$ cat config.mk
export PLATFORM = sky130hd
export DESIGN_NAME = gbx_io_cell
export DESIGN_NICKNAME = d
export VERILOG_FILES = /design/src/logic/gbx_pkg.sv /design/src/logic/gbx_io_cell.sv /design/src/logic/gbx_tap_delay.sv /design/src/logic/gbx_clk_div.sv
export SDC_FILE = /design/constraint.sdc
export NUM_CORES = 1
export LEC_CHECK = 0
export ABC_AREA = 1
export ABC_CLOCK_PERIOD_IN_PS = 1550
export BUFFER_PORTS_ARGS = -buffer_cell sky130_fd_sc_hd__buf_4
export CORE_MARGIN = 1.5
export CORE_UTILIZATION = 52
export DETAILED_ROUTE_END_ITERATION = 10
export PLACE_DENSITY = 0.76
export SYNTH_ARGS = -nofsm -noshare
export SYNTH_HDL_FRONTEND = slang
export SYNTH_SLANG_ARGS = --single-unit
$ cat constraint.sdc
create_clock -name core_clk_i -period 1.55 [get_ports core_clk_i]
set_clock_uncertainty 0.2 [all_clocks]
set_input_delay 0.0775 -clock core_clk_i [delete_from_list [all_inputs] [get_ports core_clk_i]]
set_output_delay 0.0775 -clock core_clk_i [all_outputs]
set_load 0.01 [all_outputs]
$ cat src/logic/gbx_pkg.sv
// Purpose: Shared constants, types and decode for the input register gearbox cell
// Assumes: APB register map, 32-bit data, one word per register
// Notes:   Field positions are bit indices inside each register word
`default_nettype none
package gbx_pkg;
   localparam int unsigned GBX_AW            = 12;
   localparam logic [11:0] GBX_OFF_CTRL      = 12'h000;
   localparam logic [11:0] GBX_OFF_DELAY     = 12'h004;
   localparam logic [11:0] GBX_OFF_STAT      = 12'h008;
   localparam logic [31:0] GBX_CTRL_RESET    = 32'h0000_0000;
   localparam logic [31:0] GBX_DELAY_RESET   = 32'h0000_0000;
   // Control word fields
   localparam int unsigned GBX_CTRL_MODE_LSB = 0;
   localparam int unsigned GBX_CTRL_GENERIC  = 2;
   localparam int unsigned GBX_CTRL_DLY_EN   = 3;
   localparam int unsigned GBX_CTRL_DLY_DYN  = 4;
   localparam int unsigned GBX_CTRL_DIV_LSB  = 5;
   localparam int unsigned GBX_CTRL_DIV_HOLD = 7;
   localparam int unsigned GBX_CTRL_POL      = 8;
   // Delay word fields
   localparam int unsigned GBX_DLY_IN_LSB    = 0;
   localparam int unsigned GBX_DLY_WL_LSB    = 8;
   // Status word fields
   localparam int unsigned GBX_ST_DIV        = 0;
   localparam int unsigned GBX_ST_WL         = 1;
   localparam int unsigned GBX_ST_PHASE      = 2;
   localparam int unsigned GBX_ST_SDR_LSB    = 3;
   localparam int unsigned GBX_ST_POS_LSB    = 5;
   localparam int unsigned GBX_ST_NEG_LSB    = 7;
   localparam int unsigned GBX_ST_GEAR_LSB   = 9;
   // Tap counts
   localparam int unsigned GBX_IN_TAPS       = 16;
   localparam int unsigned GBX_WL_TAPS       = 128;
   localparam logic [3:0]  GBX_FIXED_TAPS    = 4'h8;

   typedef enum logic [1:0] {GBX_MODE_SDR, GBX_MODE_DDR, GBX_MODE_GEAR, GBX_MODE_RSVD} gbx_mode_t;
   typedef enum logic [1:0] {GBX_DIV2, GBX_DIV4, GBX_DIV8, GBX_DIV_RSVD} gbx_div_t;
   typedef enum logic [1:0] {GBX_REG_CTRL, GBX_REG_DELAY, GBX_REG_STAT, GBX_REG_NONE} gbx_reg_t;

   typedef struct packed {
      logic neg_b;
      logic pos_b;
      logic neg_a;
      logic pos_a;
   } gbx_gear_t;

   function automatic gbx_reg_t gbx_decode(input logic [11:0] addr);
      case (addr)
         GBX_OFF_CTRL:  return GBX_REG_CTRL;
         GBX_OFF_DELAY: return GBX_REG_DELAY;
         GBX_OFF_STAT:  return GBX_REG_STAT;
         default:       return GBX_REG_NONE;
      endcase
   endfunction
endpackage
`default_nettype wire

$ cat src/logic/gbx_io_cell.sv
// Purpose: I/O cell pair with input delay, SDR/DDR/gearbox capture and APB control
// Assumes: All clocks other than core_clk_i arrive as levels sampled by core_clk_i
// Notes:   Capture edges are detected transitions of the sampled capture clock
// Functional notes
// Cell holds two I/O blocks, each with output data, tristate and pad input.
// Output block drives registered data and tristate enable to the pad.
// Pad input also leaves unregistered as bypass, as clock, and as strobe input.
// Input delay is fixed or dynamic from a 4-bit select.
// Input register has exactly three modes: SDR, DDR and gearbox.
// SDR mode captures the input in one system clock register.
// DDR captures on rise and fall of strobe or edge clock.
// DDR streams move into system clock registers as two parallel outputs.
// Gearbox turns first block's DDR input into four parallel streams.
// Gearbox data passes an edge stage, then the system stage.
// Polarity input picks which capture edge loads the sync registers.
// Latch input moves sync data into transfer and gearbox registers.
// Strobe read control makes delayed strobe, polarity and latch signals.
// Write leveling delay is an 8-bit setting with 128 steps.
// Top bit of write leveling setting inverts the clock.
// Edge clock divider by 2, 4, 8; low in hold, synchronous release.
//
// Our own choices: the placing of the registers and the APB interface to the registers.
`default_nettype none
module gbx_io_cell
   import gbx_pkg::*;
(
   input  wire logic        core_clk_i,
   input  wire logic        resetn_i,
   input  wire logic [11:0] paddr_i,
   input  wire logic        psel_i,
   input  wire logic        penable_i,
   input  wire logic        pwrite_i,
   input  wire logic [31:0] pwdata_i,
   output logic      [31:0] prdata_o,
   output logic             pready_o,
   output logic             pslverr_o,
   input  wire logic [1:0]  pad_in_data_i,
   input  wire logic [1:0]  core_out_data_i,
   input  wire logic [1:0]  core_tristate_i,
   output logic      [1:0]  pad_out_data_o,
   output logic      [1:0]  pad_tristate_ctl_o,
   output logic      [1:0]  comb_input_bypass_o,
   output logic      [1:0]  input_as_clock_o,
   output logic             strobe_delay_in_o,
   input  wire logic        edge_clk_i,
   input  wire logic        strobe_clk_i,
   input  wire logic        wl_clk_i,
   output logic             delayed_strobe_clk_o,
   output logic             sync_clk_polarity_o,
   output logic             sync_transfer_latch_o,
   output logic      [1:0]  sdr_data_o,
   output logic      [1:0]  ddr_pos_o,
   output logic      [1:0]  ddr_neg_o,
   output gbx_gear_t        gear_o,
   output logic             gear_valid_o,
   output logic             wl_clk_o,
   output logic             div_clk_o
);
   logic [31:0] ctrl;
   logic [31:0] dly;
   gbx_mode_t   mode;
   logic        generic_mode;
   logic [3:0]  input_delay_sel;
   logic [7:0]  write_level_delay;
   logic [3:0]  tap_sel;
   logic [1:0]  dly_q;
   logic [1:0]  din;
   logic        cap_clk;
   logic        cap_prev;
   logic        cap_rise;
   logic        cap_fall;
   logic        sync_evt;
   logic        sync_done;
   logic        phase;
   logic [1:0]  cap_pos;
   logic [1:0]  cap_neg;
   logic [1:0]  sync_pos;
   logic [1:0]  sync_neg;
   logic [1:0]  stage_a;
   logic [1:0]  stage_b;
   logic        wl_q;
   logic        wr_en;
   gbx_reg_t    wr_reg;
   gbx_reg_t    rd_reg;
   logic [31:0] stat;

   assign mode              = gbx_mode_t'(ctrl[GBX_CTRL_MODE_LSB +: 2]);
   assign generic_mode      = ctrl[GBX_CTRL_GENERIC];
   assign sync_clk_polarity_o = ctrl[GBX_CTRL_POL];
   assign input_delay_sel   = dly[GBX_DLY_IN_LSB +: 4];
   assign write_level_delay = dly[GBX_DLY_WL_LSB +: 8];

   // APB slave: zero wait states, error on unmapped offsets
   assign pready_o  = 1'b1;
   assign wr_reg    = gbx_decode(paddr_i);
   assign rd_reg    = gbx_decode(paddr_i);
   assign wr_en     = psel_i & penable_i & pwrite_i;
   assign pslverr_o = psel_i & penable_i & (rd_reg == GBX_REG_NONE);

   always_ff @(posedge core_clk_i or negedge resetn_i) begin
      if (!resetn_i) begin
         ctrl <= GBX_CTRL_RESET;
      end else if (wr_en && wr_reg == GBX_REG_CTRL) begin
         ctrl[31:2] <= {23'h0, pwdata_i[8:2]};
         // A reserved mode code leaves the mode unchanged
         if (pwdata_i[GBX_CTRL_MODE_LSB +: 2] != 2'h3) begin
            ctrl[GBX_CTRL_MODE_LSB +: 2] <= pwdata_i[GBX_CTRL_MODE_LSB +: 2];
         end
      end
   end

   always_ff @(posedge core_clk_i or negedge resetn_i) begin
      if (!resetn_i) begin
         dly <= GBX_DELAY_RESET;
      end else if (wr_en && wr_reg == GBX_REG_DELAY) begin
         dly <= {16'h0, pwdata_i[15:8], 4'h0, pwdata_i[3:0]};
      end
   end

   assign stat = {19'h0, gear_o, ddr_neg_o, ddr_pos_o, sdr_data_o, phase, wl_clk_o, div_clk_o};

   always_ff @(posedge core_clk_i or negedge resetn_i) begin
      if (!resetn_i) begin
         prdata_o <= 32'h0;
      end else if (psel_i && !penable_i && !pwrite_i) begin
         case (rd_reg)
            GBX_REG_CTRL:  prdata_o <= ctrl;
            GBX_REG_DELAY: prdata_o <= dly;
            GBX_REG_STAT:  prdata_o <= stat;
            default:       prdata_o <= 32'h0;
         endcase
      end
   end

   // Pad transmit path, tristated while in reset
   always_ff @(posedge core_clk_i or negedge resetn_i) begin
      if (!resetn_i) begin
         pad_out_data_o     <= 2'h0;
         pad_tristate_ctl_o <= 2'h3;
      end else begin
         pad_out_data_o     <= core_out_data_i;
         pad_tristate_ctl_o <= core_tristate_i;
      end
   end

   assign comb_input_bypass_o = pad_in_data_i;
   assign input_as_clock_o    = pad_in_data_i;
   assign strobe_delay_in_o   = pad_in_data_i[0];

   assign tap_sel = ctrl[GBX_CTRL_DLY_DYN] ? input_delay_sel : GBX_FIXED_TAPS;

   for (genvar b = 0; b < 2; b++) begin : g_in_dly
      gbx_tap_delay #(
         .DEPTH (GBX_IN_TAPS)
      ) u_dly (
         .core_clk_i (core_clk_i),
         .resetn_i   (resetn_i),
         .d_i        (pad_in_data_i[b]),
         .sel_i      (tap_sel),
         .q_o        (dly_q[b])
      );
   end

   assign din = ctrl[GBX_CTRL_DLY_EN] ? dly_q : pad_in_data_i;

   always_ff @(posedge core_clk_i or negedge resetn_i) begin
      if (!resetn_i) begin
         sdr_data_o <= 2'h0;
      end else if (mode == GBX_MODE_SDR) begin
         sdr_data_o <= din;
      end
   end

   // Strobe read control: one stage of delay on the incoming strobe
   always_ff @(posedge core_clk_i or negedge resetn_i) begin
      if (!resetn_i) begin
         delayed_strobe_clk_o <= 1'b0;
      end else begin
         delayed_strobe_clk_o <= strobe_clk_i;
      end
   end

   assign cap_clk  = generic_mode ? edge_clk_i : delayed_strobe_clk_o;
   assign cap_rise = cap_clk & ~cap_prev;
   assign cap_fall = ~cap_clk & cap_prev;
   assign sync_evt = (mode == GBX_MODE_DDR || mode == GBX_MODE_GEAR)
                   & (sync_clk_polarity_o ? cap_rise : cap_fall);

   always_ff @(posedge core_clk_i or negedge resetn_i) begin
      if (!resetn_i) begin
         cap_prev <= 1'b0;
      end else begin
         cap_prev <= cap_clk;
      end
   end

   always_ff @(posedge core_clk_i or negedge resetn_i) begin
      if (!resetn_i) begin
         cap_pos <= 2'h0;
         cap_neg <= 2'h0;
      end else if (mode == GBX_MODE_DDR || mode == GBX_MODE_GEAR) begin
         if (cap_rise) begin
            cap_pos <= din;
         end
         if (cap_fall) begin
            cap_neg <= din;
         end
      end
   end

   // Polarity low: pair closes on the falling edge, taking the live bit as negative data
   always_ff @(posedge core_clk_i or negedge resetn_i) begin
      if (!resetn_i) begin
         sync_pos <= 2'h0;
         sync_neg <= 2'h0;
      end else if (sync_evt) begin
         sync_pos <= cap_pos;
         sync_neg <= sync_clk_polarity_o ? cap_neg : din;
      end
   end

   always_ff @(posedge core_clk_i or negedge resetn_i) begin
      if (!resetn_i) begin
         sync_done <= 1'b0;
      end else begin
         sync_done <= sync_evt;
      end
   end

   // Latch every pair in DDR mode, every second pair in gearbox mode
   always_ff @(posedge core_clk_i or negedge resetn_i) begin
      if (!resetn_i) begin
         phase                 <= 1'b0;
         sync_transfer_latch_o <= 1'b0;
      end else begin
         sync_transfer_latch_o <= sync_done & ((mode != GBX_MODE_GEAR) | phase);
         if (mode != GBX_MODE_GEAR) begin
            phase <= 1'b0;
         end else if (sync_done) begin
            phase <= ~phase;
         end
      end
   end

   // Edge stage of the gearbox, first block of the pair only
   always_ff @(posedge core_clk_i or negedge resetn_i) begin
      if (!resetn_i) begin
         stage_a <= 2'h0;
         stage_b <= 2'h0;
      end else if (sync_done && mode == GBX_MODE_GEAR) begin
         stage_a <= stage_b;
         stage_b <= {sync_neg[0], sync_pos[0]};
      end
   end

   always_ff @(posedge core_clk_i or negedge resetn_i) begin
      if (!resetn_i) begin
         ddr_pos_o <= 2'h0;
         ddr_neg_o <= 2'h0;
      end else if (sync_transfer_latch_o && mode == GBX_MODE_DDR) begin
         ddr_pos_o <= sync_pos;
         ddr_neg_o <= sync_neg;
      end
   end

   always_ff @(posedge core_clk_i or negedge resetn_i) begin
      if (!resetn_i) begin
         gear_o       <= '0;
         gear_valid_o <= 1'b0;
      end else begin
         gear_valid_o <= sync_transfer_latch_o && mode == GBX_MODE_GEAR;
         if (sync_transfer_latch_o && mode == GBX_MODE_GEAR) begin
            gear_o <= {stage_b[1], stage_b[0], stage_a[1], stage_a[0]};
         end
      end
   end

   // Write leveling: 128-step delay, top bit inverts
   gbx_tap_delay #(
      .DEPTH (GBX_WL_TAPS)
   ) u_wl_dly (
      .core_clk_i (core_clk_i),
      .resetn_i   (resetn_i),
      .d_i        (wl_clk_i),
      .sel_i      (write_level_delay[6:0]),
      .q_o        (wl_q)
   );

   always_ff @(posedge core_clk_i or negedge resetn_i) begin
      if (!resetn_i) begin
         wl_clk_o <= 1'b0;
      end else begin
         wl_clk_o <= wl_q ^ write_level_delay[7];
      end
   end

   gbx_clk_div u_div (
      .core_clk_i (core_clk_i),
      .resetn_i   (resetn_i),
      .src_i      (edge_clk_i),
      .div_sel_i  (gbx_div_t'(ctrl[GBX_CTRL_DIV_LSB +: 2])),
      .hold_i     (ctrl[GBX_CTRL_DIV_HOLD]),
      .div_clk_o  (div_clk_o)
   );

   // Checks
   property p_pad_out;
      @(posedge core_clk_i) disable iff (!resetn_i)
      1'b1 |=> {pad_out_data_o, pad_tristate_ctl_o} == $past({core_out_data_i, core_tristate_i});
   endproperty
   a_pad_out: assert property (p_pad_out) else $error("pad output not registered");
   property p_sdr;
      @(posedge core_clk_i) disable iff (!resetn_i)
      mode == GBX_MODE_SDR |=> sdr_data_o == $past(din);
   endproperty
   a_sdr: assert property (p_sdr) else $error("sdr capture wrong");
   property p_ddr_rise;
      @(posedge core_clk_i) disable iff (!resetn_i)
      (mode == GBX_MODE_DDR && cap_rise) |=> cap_pos == $past(din);
   endproperty
   a_ddr_rise: assert property (p_ddr_rise) else $error("rising capture wrong");
   property p_ddr_fall;
      @(posedge core_clk_i) disable iff (!resetn_i)
      (mode == GBX_MODE_DDR && cap_fall) |=> cap_neg == $past(din);
   endproperty
   a_ddr_fall: assert property (p_ddr_fall) else $error("falling capture wrong");
   // Sync must follow a capture clock change towards the programmed polarity level
   property p_pol_edge;
      @(posedge core_clk_i) disable iff (!resetn_i)
      sync_done |-> $past(cap_clk) == $past(sync_clk_polarity_o)
                    && $past(cap_clk, 2) != $past(sync_clk_polarity_o);
   endproperty
   a_pol_edge: assert property (p_pol_edge) else $error("sync on wrong edge");
   property p_latch_xfer;
      @(posedge core_clk_i) disable iff (!resetn_i)
      (sync_transfer_latch_o && mode == GBX_MODE_DDR && $stable(mode))
         |=> ddr_pos_o == $past(sync_pos) && ddr_neg_o == $past(sync_neg);
   endproperty
   a_latch_xfer: assert property (p_latch_xfer) else $error("latch transfer wrong");
   property p_gear_pair;
      @(posedge core_clk_i) disable iff (!resetn_i)
      (sync_transfer_latch_o && mode == GBX_MODE_GEAR) |-> $past(sync_done) && $past(phase);
   endproperty
   a_gear_pair: assert property (p_gear_pair) else $error("gear latch off pair");
   property p_wl_inv;
      @(posedge core_clk_i) disable iff (!resetn_i)
      (write_level_delay[6:0] == 7'h0 && $past(dly, 1) == dly && $past(dly, 2) == dly
         && $past(dly, 3) == dly) |-> wl_clk_o == ($past(wl_clk_i, 3) ^ write_level_delay[7]);
   endproperty
   a_wl_inv: assert property (p_wl_inv) else $error("write level clock wrong");
   property p_div_hold;
      @(posedge core_clk_i) disable iff (!resetn_i)
      ctrl[GBX_CTRL_DIV_HOLD] |=> !div_clk_o;
   endproperty
   a_div_hold: assert property (p_div_hold) else $error("divider not low in hold");

   property p_cov_gear;
      @(posedge core_clk_i) disable iff (!resetn_i) gear_valid_o;
   endproperty
   c_cov_gear: cover property (p_cov_gear);
   property p_cov_ddr;
      @(posedge core_clk_i) disable iff (!resetn_i)
      sync_transfer_latch_o && mode == GBX_MODE_DDR;
   endproperty
   c_cov_ddr: cover property (p_cov_ddr);
   property p_cov_div;
      @(posedge core_clk_i) disable iff (!resetn_i) !div_clk_o ##1 div_clk_o;
   endproperty
   c_cov_div: cover property (p_cov_div);
endmodule
`default_nettype wire

$ cat src/logic/gbx_tap_delay.sv
// Purpose: Selectable tap delay line, one tap per system clock
// Assumes: Select stable while data passes through
// Notes:   Output is registered, so total delay is sel_i plus two cycles
`default_nettype none
module gbx_tap_delay
   import gbx_pkg::*;
#(
   parameter int unsigned DEPTH = 16,
   parameter int unsigned SW    = $clog2(DEPTH)
) (
   input  wire logic          core_clk_i,
   input  wire logic          resetn_i,
   input  wire logic          d_i,
   input  wire logic [SW-1:0] sel_i,
   output logic               q_o
);
   logic [DEPTH-1:0] taps;

   always_ff @(posedge core_clk_i or negedge resetn_i) begin
      if (!resetn_i) begin
         taps <= '0;
      end else begin
         taps <= {taps[DEPTH-2:0], d_i};
      end
   end

   always_ff @(posedge core_clk_i or negedge resetn_i) begin
      if (!resetn_i) begin
         q_o <= 1'b0;
      end else begin
         q_o <= taps[sel_i];
      end
   end
endmodule
`default_nettype wire

$ cat src/logic/gbx_clk_div.sv
// Purpose: Edge clock divider by 2, 4 or 8
// Assumes: src_i is the edge clock sampled by the system clock
// Notes:   Hold forces the output low; release restarts the count on the next source edge
`default_nettype none
module gbx_clk_div
   import gbx_pkg::*;
(
   input  wire logic     core_clk_i,
   input  wire logic     resetn_i,
   input  wire logic     src_i,
   input  wire gbx_div_t div_sel_i,
   input  wire logic     hold_i,
   output logic          div_clk_o
);
   logic       src_prev;
   logic [2:0] cnt;
   logic [2:0] next_cnt;
   logic       src_rise;

   assign src_rise = src_i & ~src_prev;
   assign next_cnt = cnt + 3'h1;

   always_ff @(posedge core_clk_i or negedge resetn_i) begin
      if (!resetn_i) begin
         src_prev <= 1'b0;
      end else begin
         src_prev <= src_i;
      end
   end

   always_ff @(posedge core_clk_i or negedge resetn_i) begin
      if (!resetn_i) begin
         cnt       <= 3'h0;
         div_clk_o <= 1'b0;
      end else if (hold_i) begin
         cnt       <= 3'h0;
         div_clk_o <= 1'b0;
      end else if (src_rise) begin
         cnt <= next_cnt;
         case (div_sel_i)
            GBX_DIV2: div_clk_o <= next_cnt[0];
            GBX_DIV4: div_clk_o <= next_cnt[1];
            default:  div_clk_o <= next_cnt[2];
         endcase
      end
   end
endmodule
`default_nettype wire

==> results.yml <==
synthesis:
  complex_gate_fraction_of_the_synthesized_area: 0.0558
  yosys.cell_types.count: 41
  yosys.area_share.adder: 0.00551
  gate_count_after_technology_mapping: 878
  synth.mux.area_fraction: 0.0141
  synth_top_family_by_area: "simple AND/OR/NAND/NOR gates"
  yosys_most_used_dff: "sky130_fd_sc_hd__dfrtp_1"
  synth-seq-area-share: 0.656
  yosys.area_share.simple: 0.202
  number_of_synthesized_flops_with_an_enable_pin: 0
  ffs_latches_synth: 238
  yosys.area_share.xor_xnor: 0.00193
  postSynthAreaPerCell_um2: 10.3
  yosysWarnings: 0
  synthesis.area_um2: 9080
  synth-async-reset-ratio: 1.00
worst_hold_path:
  hold-path-endpoint: "ctrl[4]"
  min_path_type: "in -> reg"
  holdCritStartpoint: "paddr_i[3]"
  hold_depth: 7
clock_network:
  cts_root_buf: "sky130_fd_sc_hd__clkbuf_16"
  clock_tree_from_tritoncts: "done"
  clkLatencyLatePin_ns: 0.52
  cts_htree_levels: 1
  clk_pin_slew_ns: 0.07
  cts.path.max_buffers: 3
  total_cts_buffers: 23
  cts_num_sinks: 238
worst_setup_path:
  cp_slowest_stage_delay_ns: 0.47
  endpoint_kind: "flip-flop"
  critical_path.cell_chain: "inv_8 -> clkbuf_16 -> nand2_1 -> nand3_1 -> nand3_1 -> nand3_1 -> nand2_1 -> nand2_1 -> nand3_1 -> nand2_2 -> nand2_1 -> nand2_1"
  cp_data_required_time_ns: 1.76
  critical_path_cell_count: 12
  crit_arrival_ns: 1.94
  cp_max_fanout: 8
  r2r_slack_ns: -0.19
  timing.critical_path.max_delay_family: "simple AND/OR/NAND/NOR gates"
  critPathMostFrequentCell: "sky130_fd_sc_hd__nand2_1"
  rr_endpoint: "u_wl_dly.q_o"
  worstReg2RegStart: "dly[8]"
  timing.critical_path.from_type: "flip-flop"
  critical_path_class: "reg -> reg"
  critPathBufInv: 2
  register_to_register_path_depth: 12
  slowest_stage: "sky130_fd_sc_hd__dfrtp_2"
route:
  detailroute.wirelength.met3_mm: 1.06
  dr_total_vias: 6748
  routed_wl_met2_mm: 9.89
  drtPass1Iterations: 5
  detail-route-antenna-nets: 0
  wl_mm: 20.9
  met1_length_mm: 9.48
  wl_per_cell_um: 16.3
  top_layer: "met4"
  drt_iter0_drc: 484
  drc: 0
  route.detailed.vias_per_inst: 5.25
global_route:
  grt_remaining_overflow: 0
  number_of_antenna_violations_at_the_first_check_in_global_routing: 0
  first_global_vias: 6613
  global_route.usage.total: 0.229
  grt_first_pass_wirelength_mm: 33.2
  maximum_number_of_pins_on_one_net_before_global_route_repair: 46
finish:
  fillers: 1256
  seqCellArea_um2: 5960
  layout.cells.most_common: "sky130_fd_sc_hd__nand2_1"
  post-route-cell-area_um2: 11600
  area_growth_pct: 28.0
  antennaDiodeCount: 0
  final_layout_size_suffix_gt1_frac: 0.222
  number_of_nets_in_the_layout: 1107
  multiInputGateArea_um2: 2710
  layout.cells.most_common_list: "sky130_fd_sc_hd__nand2_1 (242), sky130_fd_sc_hd__dfrtp_1 (235), sky130_fd_sc_hd__buf_4 (121)"
timing:
  timing_max_transition_violations_final: 0
  final_critical_path_setup_slack_ns: -0.185
  report.final.setup_viol: 7
  grt_setup_unrepaired: "yes"
  min_period_ns: 1.74
  final.period_utilization: 1.12
  maximum_clock_rate_mhz: 576
  tns_ns: -0.462
  worst_hold_slack_ns: -0.109
  report.final.hold_viol_count: 4
floorplan:
  rows: 48
  floorplan.die.width_um: 135
  die_y_um: 135
  floorplan.initialDensity: 0.529
  pin_count: 117
  floorplan.core_area_um2: 17200
  design.die.area_um2: 18300
place:
  io_buffers: 83
  place_hpwl_mm: 12.6
  place_area_um2: 10200
  routabilityCongestion: 0.807
outcome:
  violations: "hold timing, setup timing"
  outcome: "complete, but fails checks"
flow_run:
  max-cap-violations: 0
pwr:
  ir_drop_mv: 1.19
  leakage_nw: 5.69
  power-per-cell-area_nw_per_um2: 1090
==> per-stage QoR <==
stage / instances / setup slack [ns] / utilization / hold slack [ns] / power (mW)
global route: 1286 / -0.291 / 0.677 / -0.0863 / 13.2
detailed placement: 1193 / -0.178 / 0.593 / -0.217 / 7.26
CTS: 1279 / -0.165 / 0.663 / -0.197 / 12.8
floorplan: 893 / 0.00240 / - / -0.418 / 6.89
finish: 1286 / -0.185 / 0.677 / -0.109 / 12.7
global placement: 1193 / -0.135 / 0.593 / -0.214 / 7.24
==> area by class of cell <==
| cell class | instances | area share |
|---|---|---|
| Tap cell | 225 | 0.0242 |
| Inverter | 52 | 0.0189 |
| Timing Repair Buffer | 181 | 0.148 |
| Clock inverter | 7 | 0.00603 |
| Multi-Input combinational cell | 549 | 0.233 |
| Clock buffer | 34 | 0.0574 |
| Sequential cell | 238 | 0.513 |
==> logic make-up after synthesis <==
logic type	after synthesis
other cells	2
flops	238
buf+inv	106
mux	11
simple gates	431
xor+xnor	2
compound gates	84
fa+ha+maj	4
==> Yosys cell counts, drive strengths merged (6+ instances only) <==
| master | number | share of area |
|---|---|---|
| buf | 51 | 0.041 |
| dfrtp | 236 | 0.65 |
| nor2 | 43 | 0.019 |
| nand2 | 258 | 0.11 |
| nor3 | 6 | 0.0045 |
| mux2 | 8 | 0.011 |
| nand3 | 121 | 0.067 |
| inv | 48 | 0.020 |
| o211ai | 7 | 0.0058 |
| o21ai | 55 | 0.030 |
==> what timing repair did <==
action	in CTS	in global routing
cloned	0	5
resized for setup	20	38
pin swaps	3	11
endpoints found under the hold margin	298	14
hold buffers	41	2
buffers inserted	4	7
setup endpoints to repair	8	34
==> sequential cells by signal, indices dropped and copies added (netlist names), 2 cells and up <==
register,flops
ddr_neg_o,2
sync_pos,2
dly,12
u_div.cnt,3
g_in_dly.u_dly.q_o,2
ctrl,9
pad_tristate_ctl_o,2
g_in_dly.u_dly.taps,32
cap_neg,2
gear_o,4
stage_a,2
ddr_pos_o,2
sync_neg,2
prdata_o,16
cap_pos,2
u_wl_dly.taps,128
stage_b,2
pad_out_data_o,2
sdr_data_o,2
==> routing by layer <==
metal	global-route usage	vias to the layer above
li1	-	3166
met1	0.342	3306
met2	0.354	240
met3	0.0303	36
met4	0.0699	0
met5	0	-
==> where the power goes <==
part	internal (mW)	leakage [nW]	switching (mW)	total, mW
Sequential	6.43	3.05	0.136	6.56
Clock	3.16	0.367	2.29	5.45
Combinational	0.321	2.28	0.371	0.692
Total	9.91	5.69	2.80	12.7
==> worst reg2reg max path: stages (launching register included) <==
cell and delay (ns):
sky130_fd_sc_hd__dfrtp_2 0.47, sky130_fd_sc_hd__inv_8 0.10, sky130_fd_sc_hd__clkbuf_16 0.17, sky130_fd_sc_hd__nand2_1 0.05
sky130_fd_sc_hd__nand3_1 0.07, sky130_fd_sc_hd__nand3_1 0.11, sky130_fd_sc_hd__nand3_1 0.09, sky130_fd_sc_hd__nand2_1 0.06
sky130_fd_sc_hd__nand2_1 0.05, sky130_fd_sc_hd__nand3_1 0.10, sky130_fd_sc_hd__nand2_2 0.07, sky130_fd_sc_hd__nand2_1 0.06
sky130_fd_sc_hd__nand2_1 0.05
==> worst max-delay path by stage <==
| stage | end | startpoint |
|---|---|---|
| CTS | u_wl_dly.q_o | dly[8] |
| finish | u_wl_dly.q_o | dly[8] |
| global route | u_wl_dly.q_o | dly[8] |
| floorplan | cap_pos[0] | ctrl[0] |
| detailed placement | u_wl_dly.q_o | dly[8] |
| global placement | u_wl_dly.q_o | dly[8] |
Note: power is estimated with default switching activity, not from simulation.
